<file path="config.mk">
export PLATFORM = sky130hd
export DESIGN_NAME = disk_ctrl
export DESIGN_NICKNAME = d
export VERILOG_FILES = /design/src/disk_ctrl_pkg.sv /design/src/disk_ctrl.sv
export SDC_FILE = /design/constraint.sdc
export NUM_CORES = 1
export LEC_CHECK = 0
export ABC_AREA = 1
export BUFFER_PORTS_ARGS = -buffer_cell sky130_fd_sc_hd__buf_2
export CORE_AREA = 2 2 173 90
export CTS_BUF_LIST = sky130_fd_sc_hd__clkbuf_8
export CTS_CLUSTER_SIZE = 28
export DETAILED_ROUTE_END_ITERATION = 8
export DIE_AREA = 0 0 175 92
export PLACE_DENSITY_LB_ADDON = 0.08
export SLEW_MARGIN = 0
export SYNTH_ARGS = -nofsm -noshare
export SYNTH_HDL_FRONTEND = slang
export SYNTH_SLANG_ARGS = --single-unit
</file>
<file path="constraint.sdc">
create_clock -name clock -period 2 [get_ports clock]
set_input_delay 0.4 -clock clock [delete_from_list [all_inputs] [get_ports clock]]
set_output_delay 0.4 -clock clock [all_outputs]
set_load 0.02 [all_outputs]
</file>
<file path="src/disk_ctrl_pkg.sv">
// constants, pin bundles and state record for the disk drive unit controller
// assumes a 125 MHz clock and one drive pin bundle per controller
package disk_ctrl_pkg;
    // ****************************************
    // timing
    // ****************************************
    localparam int CLK_MHZ = 125;
    localparam int STEP_MIN_US = 10;
    localparam int STEP_CYC = STEP_MIN_US * CLK_MHZ;
    localparam int STEP_GAP_MS = 10;
    localparam int SETTLE_MS = 10;
    localparam int BIT_RATE = 500000;
    localparam int CELL_CYC = (CLK_MHZ * 1000000) / BIT_RATE;
    localparam int HALF_CYC = CELL_CYC / 2;
    localparam int WIN_CYC = CELL_CYC / 4;
    localparam int WPULSE_NS = 250;
    localparam int WPULSE_CYC = (WPULSE_NS * CLK_MHZ) / 1000;
    // ****************************************
    // tracks and retries
    // ****************************************
    localparam logic [6:0] LOW_CUR_TRACK = 7'h2B;
    localparam logic [6:0] MAX_TRACK = 7'h4C;
    localparam logic [3:0] WR_ATTEMPTS = 4'h4;
    localparam logic [3:0] RD_ATTEMPTS = 4'hA;
    // ****************************************
    // register indices and fields
    // ****************************************
    localparam logic [3:0] REG_CTRL = 4'h0;
    localparam logic [3:0] REG_SEEK = 4'h1;
    localparam logic [3:0] REG_WDATA = 4'h2;
    localparam logic [3:0] REG_STATUS = 4'h3;
    localparam logic [3:0] REG_TRACK = 4'h4;
    localparam logic [3:0] REG_RDATA = 4'h5;
    localparam logic [3:0] REG_RETRY = 4'h6;
    localparam logic [3:0] REG_INDEX = 4'h7;
    localparam int CTRL_WGATE = 2;
    localparam int CTRL_FCLR = 3;
    localparam int SEEK_RECAL = 7;
    localparam int RETRY_WR = 0;
    localparam int RETRY_RD = 1;
    localparam int RETRY_CLR = 2;
    // ****************************************
    // types
    // ****************************************
    typedef struct packed {
        logic step;
        logic dir;
        logic [1:0] sel;
        logic wgate;
        logic wdata;
        logic low_cur;
        logic fault_clr;
    } drive_out_t;
    typedef struct packed {
        logic index;
        logic wfault;
        logic outermost_track;
        logic [1:0] ready;
        logic wprot;
        logic rdata;
    } drive_in_t;
    typedef enum logic [2:0] {
        ST_IDLE = 3'b000,
        ST_SETUP = 3'b001,
        ST_PULSE = 3'b010,
        ST_GAP = 3'b011,
        ST_SETTLE = 3'b100
    } seek_st_t;
    typedef struct packed {
        seek_st_t st;
        logic [23:0] tcnt;
        logic [6:0] track;
        logic [6:0] target;
        logic recal;
        logic [1:0] sel;
        logic wgate;
        logic fclr;
        logic step;
        logic dir;
        logic low_cur;
        logic [7:0] wsh;
        logic [7:0] wbuf;
        logic wbuf_full;
        logic [2:0] wbit;
        logic [7:0] wcnt;
        logic [5:0] wpw;
        logic wout;
        logic prev_d;
        logic prev_c;
        logic [2:0] rsync;
        logic [7:0] rcnt;
        logic rseen;
        logic [7:0] rsh;
        logic [2:0] rbit;
        logic [7:0] rbyte;
        logic rvalid;
        logic rover;
        logic [5:0] in_m;
        logic [5:0] in_s;
        logic idx_prev;
        logic [7:0] idx_cnt;
        logic [3:0] wr_fail;
        logic [3:0] rd_fail;
        logic [7:0] rdq;
    } ctl_state_t;
endpackage

</file>
<file path="src/disk_ctrl.sv">
// controller that drives one pair of disk drive units through their pins
// assumes drive inputs are asynchronous and software uses the plain register port
// Behaviour
// - step pulses high at least 10 us
// - direction high steps inward, low outward
// - never select both drive units at once
// - unit select held through every command
// - record gate high writes, low reads
// - write pulses high for 250 ns
// - modified double density code, clock and data interleaved
// - 500 kbit/s, 2 us bit cell
// - reduced current for target tracks above 43
// - read pulses 250 ns, controller separates clock
// - steps 10 ms apart, then 10 ms settle
// - recalibrate steps outward until outermost track
// - count read retries up to 10
// - count write attempts, defective after 4
`timescale 1ns/1ps
module disk_ctrl #(
    parameter int STEP_GAP_CYC = disk_ctrl_pkg::STEP_GAP_MS * disk_ctrl_pkg::CLK_MHZ * 1000,
    parameter int SETTLE_CYC = disk_ctrl_pkg::SETTLE_MS * disk_ctrl_pkg::CLK_MHZ * 1000
) (
    input wire logic clock,
    input wire logic srst,
    input wire logic [3:0] addr,
    input wire logic [7:0] wdata,
    input wire logic wr,
    input wire logic rd,
    output logic [7:0] rdata,
    output disk_ctrl_pkg::drive_out_t drv_o,
    input wire disk_ctrl_pkg::drive_in_t drv_i
);
    import disk_ctrl_pkg::*;

    ctl_state_t s_q;
    ctl_state_t s_d;
    logic trk00;
    logic busy;
    logic redge;
    logic cur_clk;

    // synchronised track 00 level, busy, read pulse edge and write clock bit
    assign trk00 = s_q.in_s[3];
    assign busy = (s_q.st != ST_IDLE);
    assign redge = s_q.rsync[1] & ~s_q.rsync[2];
    assign cur_clk = ~s_q.prev_d & ~s_q.wsh[7] & ~s_q.prev_c;

    // ****************************************
    // next state
    // ****************************************
    always_comb begin
        s_d = s_q;
        s_d.fclr = 1'b0;
        s_d.rdq = 8'h00;
        // two-flop synchronisers for all drive inputs
        s_d.in_m = {drv_i.index, drv_i.wfault, drv_i.outermost_track, drv_i.ready,
            drv_i.wprot};
        s_d.in_s = s_q.in_m;
        s_d.rsync = {s_q.rsync[1:0], drv_i.rdata};
        // revolution counter
        s_d.idx_prev = s_q.in_s[5];
        if (s_q.in_s[5] && !s_q.idx_prev) begin
            s_d.idx_cnt = s_q.idx_cnt + 8'h01;
        end

        // head positioner
        case (s_q.st)
            ST_IDLE: begin
                s_d.step = 1'b0;
            end
            ST_SETUP: begin
                s_d.tcnt = 24'h000000;
                if (s_q.recal) begin
                    if (trk00) begin
                        s_d.track = 7'h00;
                        s_d.recal = 1'b0;
                        s_d.st = ST_SETTLE;
                    end else begin
                        s_d.dir = 1'b0;
                        s_d.st = ST_PULSE;
                    end
                end else if (s_q.target == s_q.track) begin
                    s_d.st = ST_SETTLE;
                end else begin
                    s_d.dir = (s_q.target > s_q.track);
                    s_d.st = ST_PULSE;
                end
            end
            ST_PULSE: begin
                // dir changed one cycle earlier, stays put while step is high
                s_d.tcnt = s_q.tcnt + 24'h000001;
                s_d.step = 1'b1;
                if (s_q.tcnt == 24'(STEP_CYC)) begin
                    s_d.step = 1'b0;
                    s_d.tcnt = 24'h000000;
                    s_d.st = ST_GAP;
                    if (s_q.dir) begin
                        s_d.track = s_q.track + 7'h01;
                    end else if (s_q.track != 7'h00) begin
                        s_d.track = s_q.track - 7'h01;
                    end
                end
            end
            ST_GAP: begin
                s_d.tcnt = s_q.tcnt + 24'h000001;
                if (s_q.tcnt >= 24'(STEP_GAP_CYC - 1)) begin
                    s_d.st = ST_SETUP;
                end
            end
            ST_SETTLE: begin
                s_d.tcnt = s_q.tcnt + 24'h000001;
                if (s_q.tcnt >= 24'(SETTLE_CYC - 1)) begin
                    s_d.st = ST_IDLE;
                end
            end
            default: begin
                s_d.st = ST_IDLE;
            end
        endcase

        // write serializer, one bit cell per CELL_CYC cycles
        if (s_q.wpw != 6'h00) begin
            s_d.wpw = s_q.wpw - 6'h01;
            if (s_q.wpw == 6'h01) begin
                s_d.wout = 1'b0;
            end
        end
        if (!s_q.wgate) begin
            s_d.wcnt = 8'h00;
            s_d.wbit = 3'h0;
            s_d.wsh = 8'h00;
            s_d.prev_d = 1'b0;
            s_d.prev_c = 1'b0;
            s_d.wout = 1'b0;
            s_d.wpw = 6'h00;
        end else begin
            s_d.wcnt = (s_q.wcnt == 8'(CELL_CYC - 1)) ? 8'h00 : s_q.wcnt + 8'h01;
            if (s_q.wcnt == 8'h00) begin
                // clock pulse only between zeros and not after a clock
                s_d.prev_c = cur_clk;
                if (cur_clk) begin
                    s_d.wout = 1'b1;
                    s_d.wpw = 6'(WPULSE_CYC);
                end
            end
            if (s_q.wcnt == 8'(HALF_CYC) && s_q.wsh[7]) begin
                s_d.wout = 1'b1;
                s_d.wpw = 6'(WPULSE_CYC);
            end
            if (s_q.wcnt == 8'(CELL_CYC - 1)) begin
                s_d.prev_d = s_q.wsh[7];
                s_d.wbit = s_q.wbit + 3'h1;
                s_d.wsh = {s_q.wsh[6:0], 1'b0};
                if (s_q.wbit == 3'h7) begin
                    // underrun sends zero bytes
                    s_d.wsh = s_q.wbuf_full ? s_q.wbuf : 8'h00;
                    s_d.wbuf_full = 1'b0;
                end
            end
        end

        // read separator: pulses near mid cell are data, others are clock
        if (s_q.wgate) begin
            s_d.rcnt = 8'h00;
            s_d.rseen = 1'b0;
            s_d.rbit = 3'h0;
        end else begin
            s_d.rcnt = (s_q.rcnt == 8'(CELL_CYC - 1)) ? 8'h00 : s_q.rcnt + 8'h01;
            if (s_q.rcnt == 8'(CELL_CYC - 1)) begin
                s_d.rsh = {s_q.rsh[6:0], s_q.rseen};
                s_d.rseen = 1'b0;
                s_d.rbit = s_q.rbit + 3'h1;
                if (s_q.rbit == 3'h7) begin
                    s_d.rbyte = {s_q.rsh[6:0], s_q.rseen};
                    s_d.rover = s_q.rvalid;
                end
            end
            if (redge) begin
                if (s_q.rcnt >= 8'(HALF_CYC - WIN_CYC) && s_q.rcnt <= 8'(HALF_CYC + WIN_CYC)) begin
                    s_d.rseen = 1'b1;
                    s_d.rcnt = 8'(HALF_CYC + 1);
                end else begin
                    s_d.rcnt = 8'h01;
                end
            end
        end

        // register writes
        if (wr) begin
            case (addr)
                REG_CTRL: begin
                    if (!busy && wdata[1:0] != 2'b11) begin
                        s_d.sel = wdata[1:0];
                    end
                    s_d.wgate = wdata[CTRL_WGATE];
                    s_d.fclr = wdata[CTRL_FCLR];
                end
                REG_SEEK: begin
                    if (!busy && wdata[6:0] <= MAX_TRACK) begin
                        s_d.target = wdata[SEEK_RECAL] ? 7'h00 : wdata[6:0];
                        s_d.recal = wdata[SEEK_RECAL];
                        s_d.st = ST_SETUP;
                    end
                end
                REG_WDATA: begin
                    if (!s_q.wbuf_full || !s_d.wbuf_full) begin
                        s_d.wbuf = wdata;
                        s_d.wbuf_full = 1'b1;
                    end
                end
                REG_RETRY: begin
                    if (wdata[RETRY_CLR]) begin
                        s_d.wr_fail = 4'h0;
                        s_d.rd_fail = 4'h0;
                    end else begin
                        if (wdata[RETRY_WR] && s_q.wr_fail < WR_ATTEMPTS) begin
                            s_d.wr_fail = s_q.wr_fail + 4'h1;
                        end
                        if (wdata[RETRY_RD] && s_q.rd_fail < RD_ATTEMPTS) begin
                            s_d.rd_fail = s_q.rd_fail + 4'h1;
                        end
                    end
                end
                default: begin
                end
            endcase
        end
        // reduced current follows the target track
        s_d.low_cur = (s_d.target > LOW_CUR_TRACK);

        // register reads, data in the following cycle
        if (rd) begin
            case (addr)
                REG_CTRL: s_d.rdq = {4'h0, s_q.fclr, s_q.wgate, s_q.sel};
                REG_SEEK: s_d.rdq = {s_q.recal, s_q.target};
                REG_STATUS: s_d.rdq = {busy, s_q.in_s[4], s_q.in_s[3], s_q.in_s[2:1],
                    s_q.in_s[0], s_q.wbuf_full, s_q.rvalid};
                REG_TRACK: s_d.rdq = {1'b0, s_q.track};
                REG_RDATA: s_d.rdq = s_q.rbyte;
                REG_RETRY: s_d.rdq = {s_q.rd_fail, s_q.wr_fail};
                REG_INDEX: s_d.rdq = s_q.idx_cnt;
                default: s_d.rdq = {5'h00, s_q.rover, (s_q.rd_fail >= RD_ATTEMPTS),
                    (s_q.wr_fail >= WR_ATTEMPTS)};
            endcase
            if (addr == REG_RDATA) begin
                s_d.rvalid = 1'b0;
                s_d.rover = 1'b0;
            end
        end
        // a byte landing in the same cycle as its read stays flagged
        if (!s_q.wgate && s_q.rcnt == 8'(CELL_CYC - 1) && s_q.rbit == 3'h7) begin
            s_d.rvalid = 1'b1;
        end
    end

    // ****************************************
    // state register
    // ****************************************
    always_ff @(posedge clock) begin
        if (srst) begin
            s_q <= '0;
        end else begin
            s_q <= s_d;
        end
    end

    // outputs straight from the state register
    assign rdata = s_q.rdq;
    assign drv_o.step = s_q.step;
    assign drv_o.dir = s_q.dir;
    assign drv_o.sel = s_q.sel;
    assign drv_o.wgate = s_q.wgate;
    assign drv_o.wdata = s_q.wout;
    assign drv_o.low_cur = s_q.low_cur;
    assign drv_o.fault_clr = s_q.fclr;

    // ****************************************
    // checks
    // ****************************************
    logic [23:0] step_len;
    logic [23:0] gap_len;
    logic [7:0] wp_len;

    // pulse and spacing counters seen only by the checks
    always_ff @(posedge clock) begin
        if (srst) begin
            step_len <= 24'h000000;
            gap_len <= 24'hFFFFFF;
            wp_len <= 8'h00;
        end else begin
            step_len <= s_q.step ? step_len + 24'h000001 : 24'h000000;
            gap_len <= s_q.step ? 24'h000000 : ((gap_len == 24'hFFFFFF) ? gap_len
                : gap_len + 24'h000001);
            wp_len <= s_q.wout ? wp_len + 8'h01 : 8'h00;
        end
    end

    a_step_width: assert property (@(posedge clock) disable iff (srst)
        $fell(s_q.step) |-> step_len >= 24'(STEP_CYC))
        else $error("step pulse too short");
    a_dir_before_step: assert property (@(posedge clock) disable iff (srst)
        $rose(s_q.step) |-> $stable(s_q.dir))
        else $error("direction changed with step edge");
    a_dir_held: assert property (@(posedge clock) disable iff (srst)
        s_q.step && $past(s_q.step) |-> $stable(s_q.dir))
        else $error("direction changed during step");
    a_one_unit: assert property (@(posedge clock) disable iff (srst)
        s_q.sel != 2'b11)
        else $error("both units selected");
    a_sel_held: assert property (@(posedge clock) disable iff (srst)
        busy && $past(busy) |-> $stable(s_q.sel))
        else $error("unit select changed during command");
    a_write_gated: assert property (@(posedge clock) disable iff (srst)
        s_q.wout |-> s_q.wgate)
        else $error("write pulse without record gate");
    a_wpulse_width: assert property (@(posedge clock) disable iff (srst)
        $fell(s_q.wout) && s_q.wgate |-> wp_len == 8'(WPULSE_CYC))
        else $error("write pulse width wrong");
    a_cell_phase: assert property (@(posedge clock) disable iff (srst)
        $rose(s_q.wout) |-> s_q.wcnt == 8'h01 || s_q.wcnt == 8'(HALF_CYC + 1))
        else $error("write pulse off bit cell grid");
    a_step_spacing: assert property (@(posedge clock) disable iff (srst)
        $rose(s_q.step) |-> gap_len >= 24'(STEP_GAP_CYC))
        else $error("steps too close");
    a_recal_out: assert property (@(posedge clock) disable iff (srst)
        s_q.step && s_q.recal |-> !s_q.dir)
        else $error("recalibrate stepped inward");
    a_low_current: assert property (@(posedge clock) disable iff (srst)
        s_q.wgate && s_q.target > LOW_CUR_TRACK |-> s_q.low_cur)
        else $error("reduced current missing on inner track");
    a_write_limit: assert property (@(posedge clock) disable iff (srst)
        s_q.wr_fail <= WR_ATTEMPTS && s_q.rd_fail <= RD_ATTEMPTS)
        else $error("attempt counter beyond limit");
endmodule

</file>
==> impl_metrics.json, run 1 <==
{
  "worst-endpoint-required_ps": 2370,
  "row_count": 32,
  "cts.root.buffer_cell": "clkbuf_8",
  "report.final.slew_viol_count": 0,
  "htree_levels": 4,
  "clock_sinks": 155,
  "syn_to_final_growth_pct": 9.88,
  "antenna_cells": 0,
  "drive_gt1_share_pct": 12.5,
  "intPower_mw": 4.46,
  "syn_inst": 1082,
  "grt_pass1_vias": 6050,
  "final_common_cell": "nand2_1",
  "pwr-share-seq_pct": 52.9,
  "dr.pass1.iters": 6,
  "routed_via_density": 5.17,
  "period_needed_ps": 1800,
  "swShare_pct": 24.8,
  "ys_warn_count": 0,
  "tns_ps": 0,
  "cts_tree": "built",
  "slowest_delay_ps": 450,
  "max_slew_margin_pct": 72.6,
  "post_cts_resized": 0,
  "p_leak_nw": 3.53,
  "top_layer": "met4",
  "grt_usage_pct": 25.2,
  "startpoint_type": "register",
  "final_nets": 1175,
  "fin_crit_sh_pct": 90.2,
  "drc": 0,
  "rsz0062_at_grt": "no",
  "wl_met3_microns": 2010,
  "coreArea_sq_um": 14900,
  "grt_first_pass_wirelength_microns": 31900,
  "die_area_sq_um": 16100,
  "most-common-layout-cells": "204 x nand2_1, 156 x inv_1, 155 x dfxtp_1",
  "num_io_pins": 39,
  "io_buffers": 38,
  "avgSynthCellArea_sq_um": 7.26,
  "hold_violations": 0,
  "initial_utilization_pct": 52.9,
  "grt_start_max_net_pins": 26,
  "yosysSeqAreaShare_pct": 39.5,
  "clkTransAtPathRegs_ps": 90,
  "fmax_mhz": 554,
  "grt_overflow_total": 0,
  "synth_fp_nets": 1135,
  "p_comb_share_pct": 4.4,
  "clockBufferDepth": 2,
  "wl_met2_microns": 6430,
  "cp-end-kind": "register",
  "clkPwrFrac_pct": 42.6,
  "wl_met1_microns": 10900,
  "hold_class": "in2reg",
  "num_vias": 6920,
  "synth_cell_types": 50,
  "tightest_slew_ps": 410,
  "power_density_nw_per_um2": 687,
  "maxCapViolations": 0,
  "whs_ps": 150,
  "crit_arrival_ps": 2180,
  "ys_seq_elements": 155,
  "p_switching_mw": 1.47,
  "crit_slowest_cell": "fa_1",
  "run_status": "completed",
  "post-cts-setup-buffers": 0,
  "antenna_found_initial": 0,
  "netlist_area_sq_um": 7860,
  "crit_fanout": 5,
  "place_hpwl_microns": 15200,
  "gp_congestion": 0.959,
  "final-setup-viol-count": 0,
  "drtAntennaViolNets": 0,
  "routed_wl_microns": 19500,
  "cp.buffers_inverters": 2,
  "fp.dieW_microns": 175,
  "hold_buffers": 0,
  "drtIter0Drc": 875,
  "wl_per_cell_microns": 14.6,
  "fp.dieH_microns": 92,
  "clock_latency_ps": 450,
  "utilization_pct": 58.1,
  "criticalPathCategory": "reg2reg",
  "fin_skew_ps": 12.0,
  "ir_worst_vdd_uv": 684,
  "crit_family": "adder cells",
  "cp_cell_sequence": "inv_1 -> fa_1 -> inv_1 -> nand3_1 -> nand3_1 -> nand2_1 -> nand2_1 -> nand4_1 -> a21oi_1",
  "cts_buffers": 17
}
## worst paths after layout
check,from,endpoint,slack [ps],cells past startpoint
hold reg to reg,s_d[68],s_d[69],400,2
hold / removal,drv_i[6],s_d[30],150,3
setup reg to reg,s_q[122],s_q[128],200,9
setup / recovery,s_q[122],s_q[128],200,9
## area by class of cell
class | instances | area, sq um
clock buffer | 17 | 234
clock inverter | 15 | 186
tap | 204 | 255
inverter | 160 | 602
timing repair buffer | 57 | 333
multi-input combinational | 731 | 3920
sequential | 155 | 3100
fill | 1385 | 6220
## metrics by stage
step                      worst slack [ps]  total power [mW]  instances  instance area, sq um
after floorplan                        383              3.37       1082                  7860
after global placement                 232              3.47       1307                  8210
after detailed placement               209              3.47       1307                  8210
after CTS                              210              5.99       1339                  8630
after global routing                  36.4              6.16       1339                  8630
final                                  196              5.93       1339                  8630
## cells by family after synthesis
logic type,share of synthesized area (%)
flip-flops,39.5
buffers and inverters,10.7
multiplexers,0.127
adder cells (fa/ha/maj),4.87
XOR/XNOR,2.34
AND/OR/NAND/NOR,28.3
AO/OA/AOI/OAI,14.2
## worst register-to-register path, delay by kind of cell, from the launching register on
kind / cells / cell delay [ps]
AOI/OAI and AO/OA: 1 / 160
adders and majority gates: 1 / 450
buffers and inverters: 2 / 250
and+or+nand+nor: 5 / 450
DFF: 1 / 440
## state kept, by name, indices dropped and copies added (netlist names)
signal	flops
s_d	9
drv_o	8
s_q	130
rdata	8
## routing by layer
metal	vias to the layer above	track usage, %
met5	-	0
met4	0	5.14
met3	14	6.88
met2	236	28.9
met1	3086	43.2
li1	3584	-
## power by group through the flow
stage	logic [mW]	registers (mW)	clock network, mW
2_1_floorplan	0.171	3.20	0
3_3_place_gp	0.259	3.21	0
3_5_place_dp	0.257	3.21	0
4_1_cts	0.258	3.14	2.59
5_1_grt	0.295	3.14	2.72
6_report	0.262	3.14	2.53
## cells in the mapped netlist, drive strengths merged
library cell,n,share of area (%)
inv,159,7.6
ha,29,4.6
nand2,215,11
mux2i,1,0.13
o31ai,2,0.19
o21a,1,0.096
nor3b,6,0.64
nor3,32,2.5
xor2,15,1.7
dfxtp,155,40
fa,1,0.25
a21oi,89,5.8
a31oi,3,0.24
nand3b,5,0.48
o32ai,1,0.11
o211a,1,0.13
xnor2,6,0.67
o22ai,22,1.8
and3,1,0.080
o2111ai,1,0.11
clkinv,1,0.064
o211ai,3,0.29
nor2b,1,0.18
nand4,18,1.4
clkbuf,5,0.24
buf,31,2.8
nand3,64,4.7
a21o,1,0.096
a41oi,1,0.11
or2,3,0.24
a211oi,10,1.0
nor2,134,7.3
o21ai,65,4.2
No activity file was read; power rests on OpenSTA's default activity.
==> run 2, diff against run 1 <==
--- a/config.mk
+++ b/config.mk
@@ -13,6 +13,7 @@
 export DETAILED_ROUTE_END_ITERATION = 8
 export DIE_AREA = 0 0 175 92
 export PLACE_DENSITY_LB_ADDON = 0.08
+export RECOVER_POWER = 50
 export SLEW_MARGIN = 0
 export SYNTH_ARGS = -nofsm -noshare
 export SYNTH_HDL_FRONTEND = slang
==> run 2 against run 1 <==
Critical path depth unchanged. First-iteration DRC count decreased by 3.0%. Cell count unchanged. Wire length increased by 0.50%. Fmax decreased by 2.3%. Critical path type unchanged. Largest cell class unchanged.
==> impl_metrics.json, run 2 (synthesis gave the netlist of run 1 again) <==
{
  "drtAntennaViolNets": 0,
  "routed_wl_microns": 19600,
  "cts_tree": "built",
  "grt_start_max_net_pins": 26,
  "die_area_sq_um": 16100,
  "dr.pass1.iters": 5,
  "clkTransAtPathRegs_ps": 90,
  "rr_startpoint": "s_q[122]",
  "syn_to_final_growth_pct": 9.21,
  "p_switching_mw": 1.48,
  "crit_fanout": 5,
  "period_needed_ps": 1850,
  "maxCapViolations": 0,
  "ir_worst_vdd_uv": 684,
  "top_layer": "met4",
  "cts_buffers": 17,
  "whs_path_depth": 3,
  "wl_met1_microns": 11000,
  "rsz0062_at_grt": "no",
  "grt_overflow_total": 0,
  "grt_usage_pct": 25.2,
  "final_nets": 1175,
  "post-cts-setup-buffers": 0,
  "cts.root.buffer_cell": "clkbuf_8",
  "io_buffers": 38,
  "preCtsSetupSlack_ps": 209,
  "wl_met3_microns": 1970,
  "tightest_slew_ps": 1140,
  "num_io_pins": 39,
  "antenna_cells": 0,
  "top_register": "s_q",
  "crit_arrival_ps": 2210,
  "fmax_mhz": 541,
  "wl_per_cell_microns": 14.6,
  "report.final.slew_viol_count": 0,
  "tns_ps": 0,
  "grt_pass1_vias": 6050,
  "hold_buffers": 0,
  "routed_via_density": 5.20,
  "clock_sinks": 155,
  "wl_met2_microns": 6430,
  "post_cts_resized": 0,
  "clock_latency_ps": 450,
  "criticalPathCategory": "reg2reg",
  "final_common_cell": "nand2_1",
  "setup_ws_ps": 153,
  "antenna_found_initial": 0,
  "num_vias": 6960,
  "worst-endpoint-required_ps": 2360,
  "grt_first_pass_wirelength_microns": 31900,
  "fin_crit_sh_pct": 92.4,
  "drc": 0,
  "whs_ps": 148,
  "coreArea_sq_um": 14900,
  "min_to": "s_d[30]",
  "cp-end-kind": "register",
  "fp.dieW_microns": 175,
  "worst_r2r_path_depth": 9,
  "hold_violations": 0,
  "regToRegEndpoint": "s_q[128]",
  "power_density_nw_per_um2": 691,
  "r2r_setup_slack_ps": 150,
  "intPower_mw": 4.45,
  "startpoint_type": "register",
  "hold_class": "in2reg",
  "fp.dieH_microns": 92,
  "run_status": "completed",
  "largest_reg_flops": 130,
  "place_hpwl_microns": 15200,
  "clkPwrFrac_pct": 42.7,
  "most-common-layout-cells": "205 x nand2_1, 156 x inv_1, 155 x dfxtp_1",
  "drtIter0Drc": 849,
  "fin_skew_ps": 12.4,
  "swShare_pct": 24.9,
  "p_comb_share_pct": 4.3,
  "drive_gt1_share_pct": 10.3,
  "pwr-share-seq_pct": 52.9,
  "htree_levels": 4,
  "max_slew_margin_pct": 24.2,
  "gp_congestion": 0.959,
  "hp-start": "drv_i[6]",
  "row_count": 32,
  "p_leak_nw": 3.44,
  "final-setup-viol-count": 0,
  "clockBufferDepth": 2,
  "initial_utilization_pct": 52.9
}
-- run 2: cell types whose count changed in the layout (fill, tap and decap cells not counted) --
cell | previous run | this run
nor2_2 | 8 | 6
nand2_1 | 204 | 205
clkbuf_2 | 0 | 2
buf_4 | 19 | 12
buf_2 | 38 | 21
clkbuf_1 | 0 | 22
nand2_2 | 8 | 7
nor2_1 | 119 | 121
-- run 2: worst max-delay path, stage by stage, from the launching register on --
cell and delay [ps]:
dfxtp_1 450, inv_1 150, fa_1 450, inv_1 100, nand3_1 100, nand3_1 80, nand2_1 50, nand2_1 90
nand4_1 130, a21oi_1 160
-- run 2: how the worst max path moves through the flow --
| stage | start | to | slack (ps) | cells past startpoint |
|---|---|---|---|---|
| after floorplan | s_q[87] | s_q[97] | 380 | 9 |
| after global placement | s_q[79] | s_q[94] | 230 | 8 |
| after detailed placement | addr[2] | drv_o[1] | 210 | 10 |
| after CTS | s_q[122] | s_q[128] | 210 | 9 |
| after global routing | s_q[122] | s_q[126] | 20 | 9 |
| final | s_q[122] | s_q[128] | 150 | 9 |
-- run 2: layer usage --
| layer | track usage (%) | up-vias |
|---|---|---|
| met5 | 0 | - |
| li1 | - | 3584 |
| met3 | 6.88 | 12 |
| met2 | 28.9 | 255 |
| met4 | 5.14 | 0 |
| met1 | 43.2 | 3109 |
-- run 2: layout make-up --
type                            count  area (sq um)
Clock buffer                       17           234
Clock inverter                     15           186
Fill cell                        1402          6280
Inverter                          160           602
Multi-Input combinational cell    731          3910
Sequential cell                   155          3100
Tap cell                          204           255
Timing Repair Buffer               57           288
-- run 2: metrics by stage --
| step | cells | power, mW | area, sq um | utilization [%] |
|---|---|---|---|---|
| global placement | 1307 | 3.47 | 8210 | 55.2 |
| CTS | 1339 | 5.99 | 8630 | 58.1 |
| detailed placement | 1307 | 3.47 | 8210 | 55.2 |
| floorplan | 1082 | 3.37 | 7860 | - |
| global route | 1339 | 6.15 | 8580 | 57.7 |
| finish | 1339 | 5.93 | 8580 | 57.7 |
-- run 2: power by group through the flow --
| stage | sequential [mW] | combinational, mW | clock, mW |
|---|---|---|---|
| 3_3_place_gp | 3.21 | 0.259 | 0 |
| 6_report | 3.14 | 0.256 | 2.53 |
| 4_1_cts | 3.14 | 0.258 | 2.59 |
| 3_5_place_dp | 3.21 | 0.257 | 0 |
| 5_1_grt | 3.14 | 0.289 | 2.72 |
| 2_1_floorplan | 3.20 | 0.171 | 0 |
==> run 3, diff against run 2 <==
--- a/config.mk
+++ b/config.mk
@@ -12,7 +12,7 @@
 export CTS_CLUSTER_SIZE = 28
 export DETAILED_ROUTE_END_ITERATION = 8
 export DIE_AREA = 0 0 175 92
-export PLACE_DENSITY_LB_ADDON = 0.08
+export PLACE_DENSITY = 0.74
 export RECOVER_POWER = 50
 export SLEW_MARGIN = 0
 export SYNTH_ARGS = -nofsm -noshare
==> constraint.sdc (replaced) <==
create_clock -name clock -period 1.6 [get_ports clock]
set_input_delay 0.32 -clock clock [delete_from_list [all_inputs] [get_ports clock]]
set_output_delay 0.32 -clock clock [all_outputs]
set_load 0.02 [all_outputs]
==> run 3 against run 2 <==
The run now ends with negative setup slack left. Fmax rose by 14%. Via count grew 9.4%. Global-route usage up 1.9 points. Core utilization rose by 7.7 points. Clock skew rose by 1.3 ps. Sequential power grew 25%. Sequential share of layout area shrank 3.9 points. Non-clock buffer count up 88. Clock power is 24% higher. Final area grew 13%. First-iteration DRC count is 4.7% higher. Largest cell class unchanged. Largest power group unchanged.
==> impl_metrics.json, run 3 (synthesis gave the netlist of run 1 again) <==
{
  "run_status": "complete, but fails checks",
  "drtAntennaViolNets": 0,
  "final_nets": 1264,
  "rsz0062_at_grt": "yes",
  "fin_skew_ps": 13.8,
  "report.final.slew_viol_count": 0,
  "drc": 0,
  "place_hpwl_microns": 16500,
  "syn_to_final_growth_pct": 23.9,
  "pwr-share-seq_pct": 52.6,
  "crit_arrival_ps": 1990,
  "crit_family": "simple AND/OR/NAND/NOR gates",
  "cts_tree": "built",
  "violations": "negative setup slack",
  "final_common_cell": "nand2_1",
  "fillers": 1276,
  "wl_per_cell_microns": 15.5,
  "crit_slowest_cell": "dfxtp_1",
  "tightest_slew_ps": 464,
  "p_leak_nw": 4.05,
  "preCtsSetupSlack_ps": -111,
  "intPower_mw": 5.63,
  "slowest_delay_ps": 340,
  "rr_startpoint": "s_q[125]",
  "routed_wl_microns": 22200,
  "clkTransAtPathRegs_ps": 90,
  "cp-end-kind": "register",
  "stdcell_area_sq_um": 9730,
  "drtIter0Drc": 889,
  "crit_fanout": 2,
  "cp.buffers_inverters": 1,
  "largest_reg_flops": 130,
  "fmax_mhz": 618,
  "clkPwrFrac_pct": 42.0,
  "max_slew_margin_pct": 68.9,
  "fp.dieW_microns": 175,
  "antenna_found_initial": 0,
  "hold_violations": 0,
  "power_density_nw_per_um2": 766,
  "clockBufferDepth": 2,
  "initial_utilization_pct": 52.9,
  "grt_start_max_net_pins": 36,
  "routed_via_density": 5.33,
  "antenna_cells": 0,
  "startpoint_type": "register",
  "utilization_pct": 65.5,
  "drive_gt1_share_pct": 26.0,
  "stdcell_count": 1428,
  "most-common-layout-cells": "193 x nand2_1, 143 x inv_1, 133 x dfxtp_1",
  "crit_path_frequent_cell": "nand2_2",
  "grt_first_pass_wirelength_microns": 34200,
  "clock_latency_ps": 450,
  "maxCapViolations": 0,
  "row_count": 32,
  "hold_class": "in2reg",
  "fp.dieH_microns": 92,
  "p_comb_share_pct": 5.4,
  "ir_worst_vdd_uv": 554,
  "worst-endpoint-required_ps": 1980,
  "num_vias": 7613,
  "clock_sinks": 155,
  "io_buffers": 38,
  "dp_cells": 1382,
  "final-setup-viol-count": 1,
  "cts.root.buffer_cell": "clkbuf_8",
  "hold_buffers": 0,
  "hp-start": "drv_i[0]",
  "p_switching_mw": 1.82,
  "dr.pass1.iters": 5,
  "grt_pass1_vias": 6537,
  "fin_crit_sh_pct": 101,
  "period_needed_ps": 1620,
  "grt_overflow_total": 0,
  "grt_usage_pct": 27.1,
  "swShare_pct": 24.5,
  "dpl-instance-area_sq_um": 8780,
  "setup_ws_ps": -18.9,
  "top_register": "s_q",
  "coreArea_sq_um": 14900,
  "htree_levels": 4,
  "gp_congestion": 0.970,
  "num_io_pins": 39,
  "cp_cell_sequence": "inv_1 -> ha_1 -> nand2_2 -> nor3_4 -> nand2_2 -> o21ai_4 -> nand4_1 -> a21oi_2",
  "cp-startpoint": "s_q[125]",
  "power.total_mw": 7.45,
  "criticalPathCategory": "reg2reg",
  "die_area_sq_um": 16100,
  "cts_buffers": 17
}
==> run 3: repair_timing <==
action / CTS / global route
gates cloned: 0 / 1
resized for setup: 26 / 107
setup endpoints to repair: 37 / 73
pin swaps: 9 / 19
setup buffers: 3 / 10
==> run 3: final timing paths <==
check | end | slack, ps | cells past startpoint
worst max-delay path | s_q[155] | -20 | 8
worst min-delay path | s_d[68] | 60 | 3
worst max register to register | s_q[155] | -20 | 8
worst min register to register | s_d[69] | 410 | 2
==> run 3: final cells by class <==
type,instances,area (sq um),area share (%)
clock inverter,14,168,1.72
tap,204,255,2.62
clock buffer,18,248,2.55
sequential,155,3140,32.3
multi-input combinational,732,4300,44.2
inverter,160,611,6.28
timing repair buffer,145,1010,10.4
==> run 3: worst min-delay path, cell delays in order <==
cell	delay, ps
buf_2	90
inv_1	40
nor2_1	30
==> run 3: metal layers <==
layer / GRT usage [%] / share of wire (%) / wire length [microns] / vias up
met5: 0 / 0 / 0 / -
met4: 6.53 / 1.1 / 233 / 0
met3: 5.18 / 10 / 2300 / 26
met2: 32.8 / 36 / 8020 / 345
met1: 46.1 / 52 / 11600 / 3471
li1: - / - / - / 3771
==> run 3: power by group through the flow <==
stage / Combinational [mW] / Clock (mW) / Sequential [mW]
2_1_floorplan: 0.213 / 0 / 4.00
3_3_place_gp: 0.364 / 0 / 4.01
3_5_place_dp: 0.367 / 0 / 4.01
4_1_cts: 0.374 / 3.17 / 3.92
5_1_grt: 0.436 / 3.31 / 3.92
6_report: 0.403 / 3.13 / 3.92
==> run 3: per-stage QoR <==
step / hold slack, ps / TNS (ps)
floorplan: 388 / 0
global placement: 400 / -98.3
detailed placement: 404 / -1790
CTS: 55.0 / -47.6
global route: 62.7 / -778
finish: 64.1 / -18.9
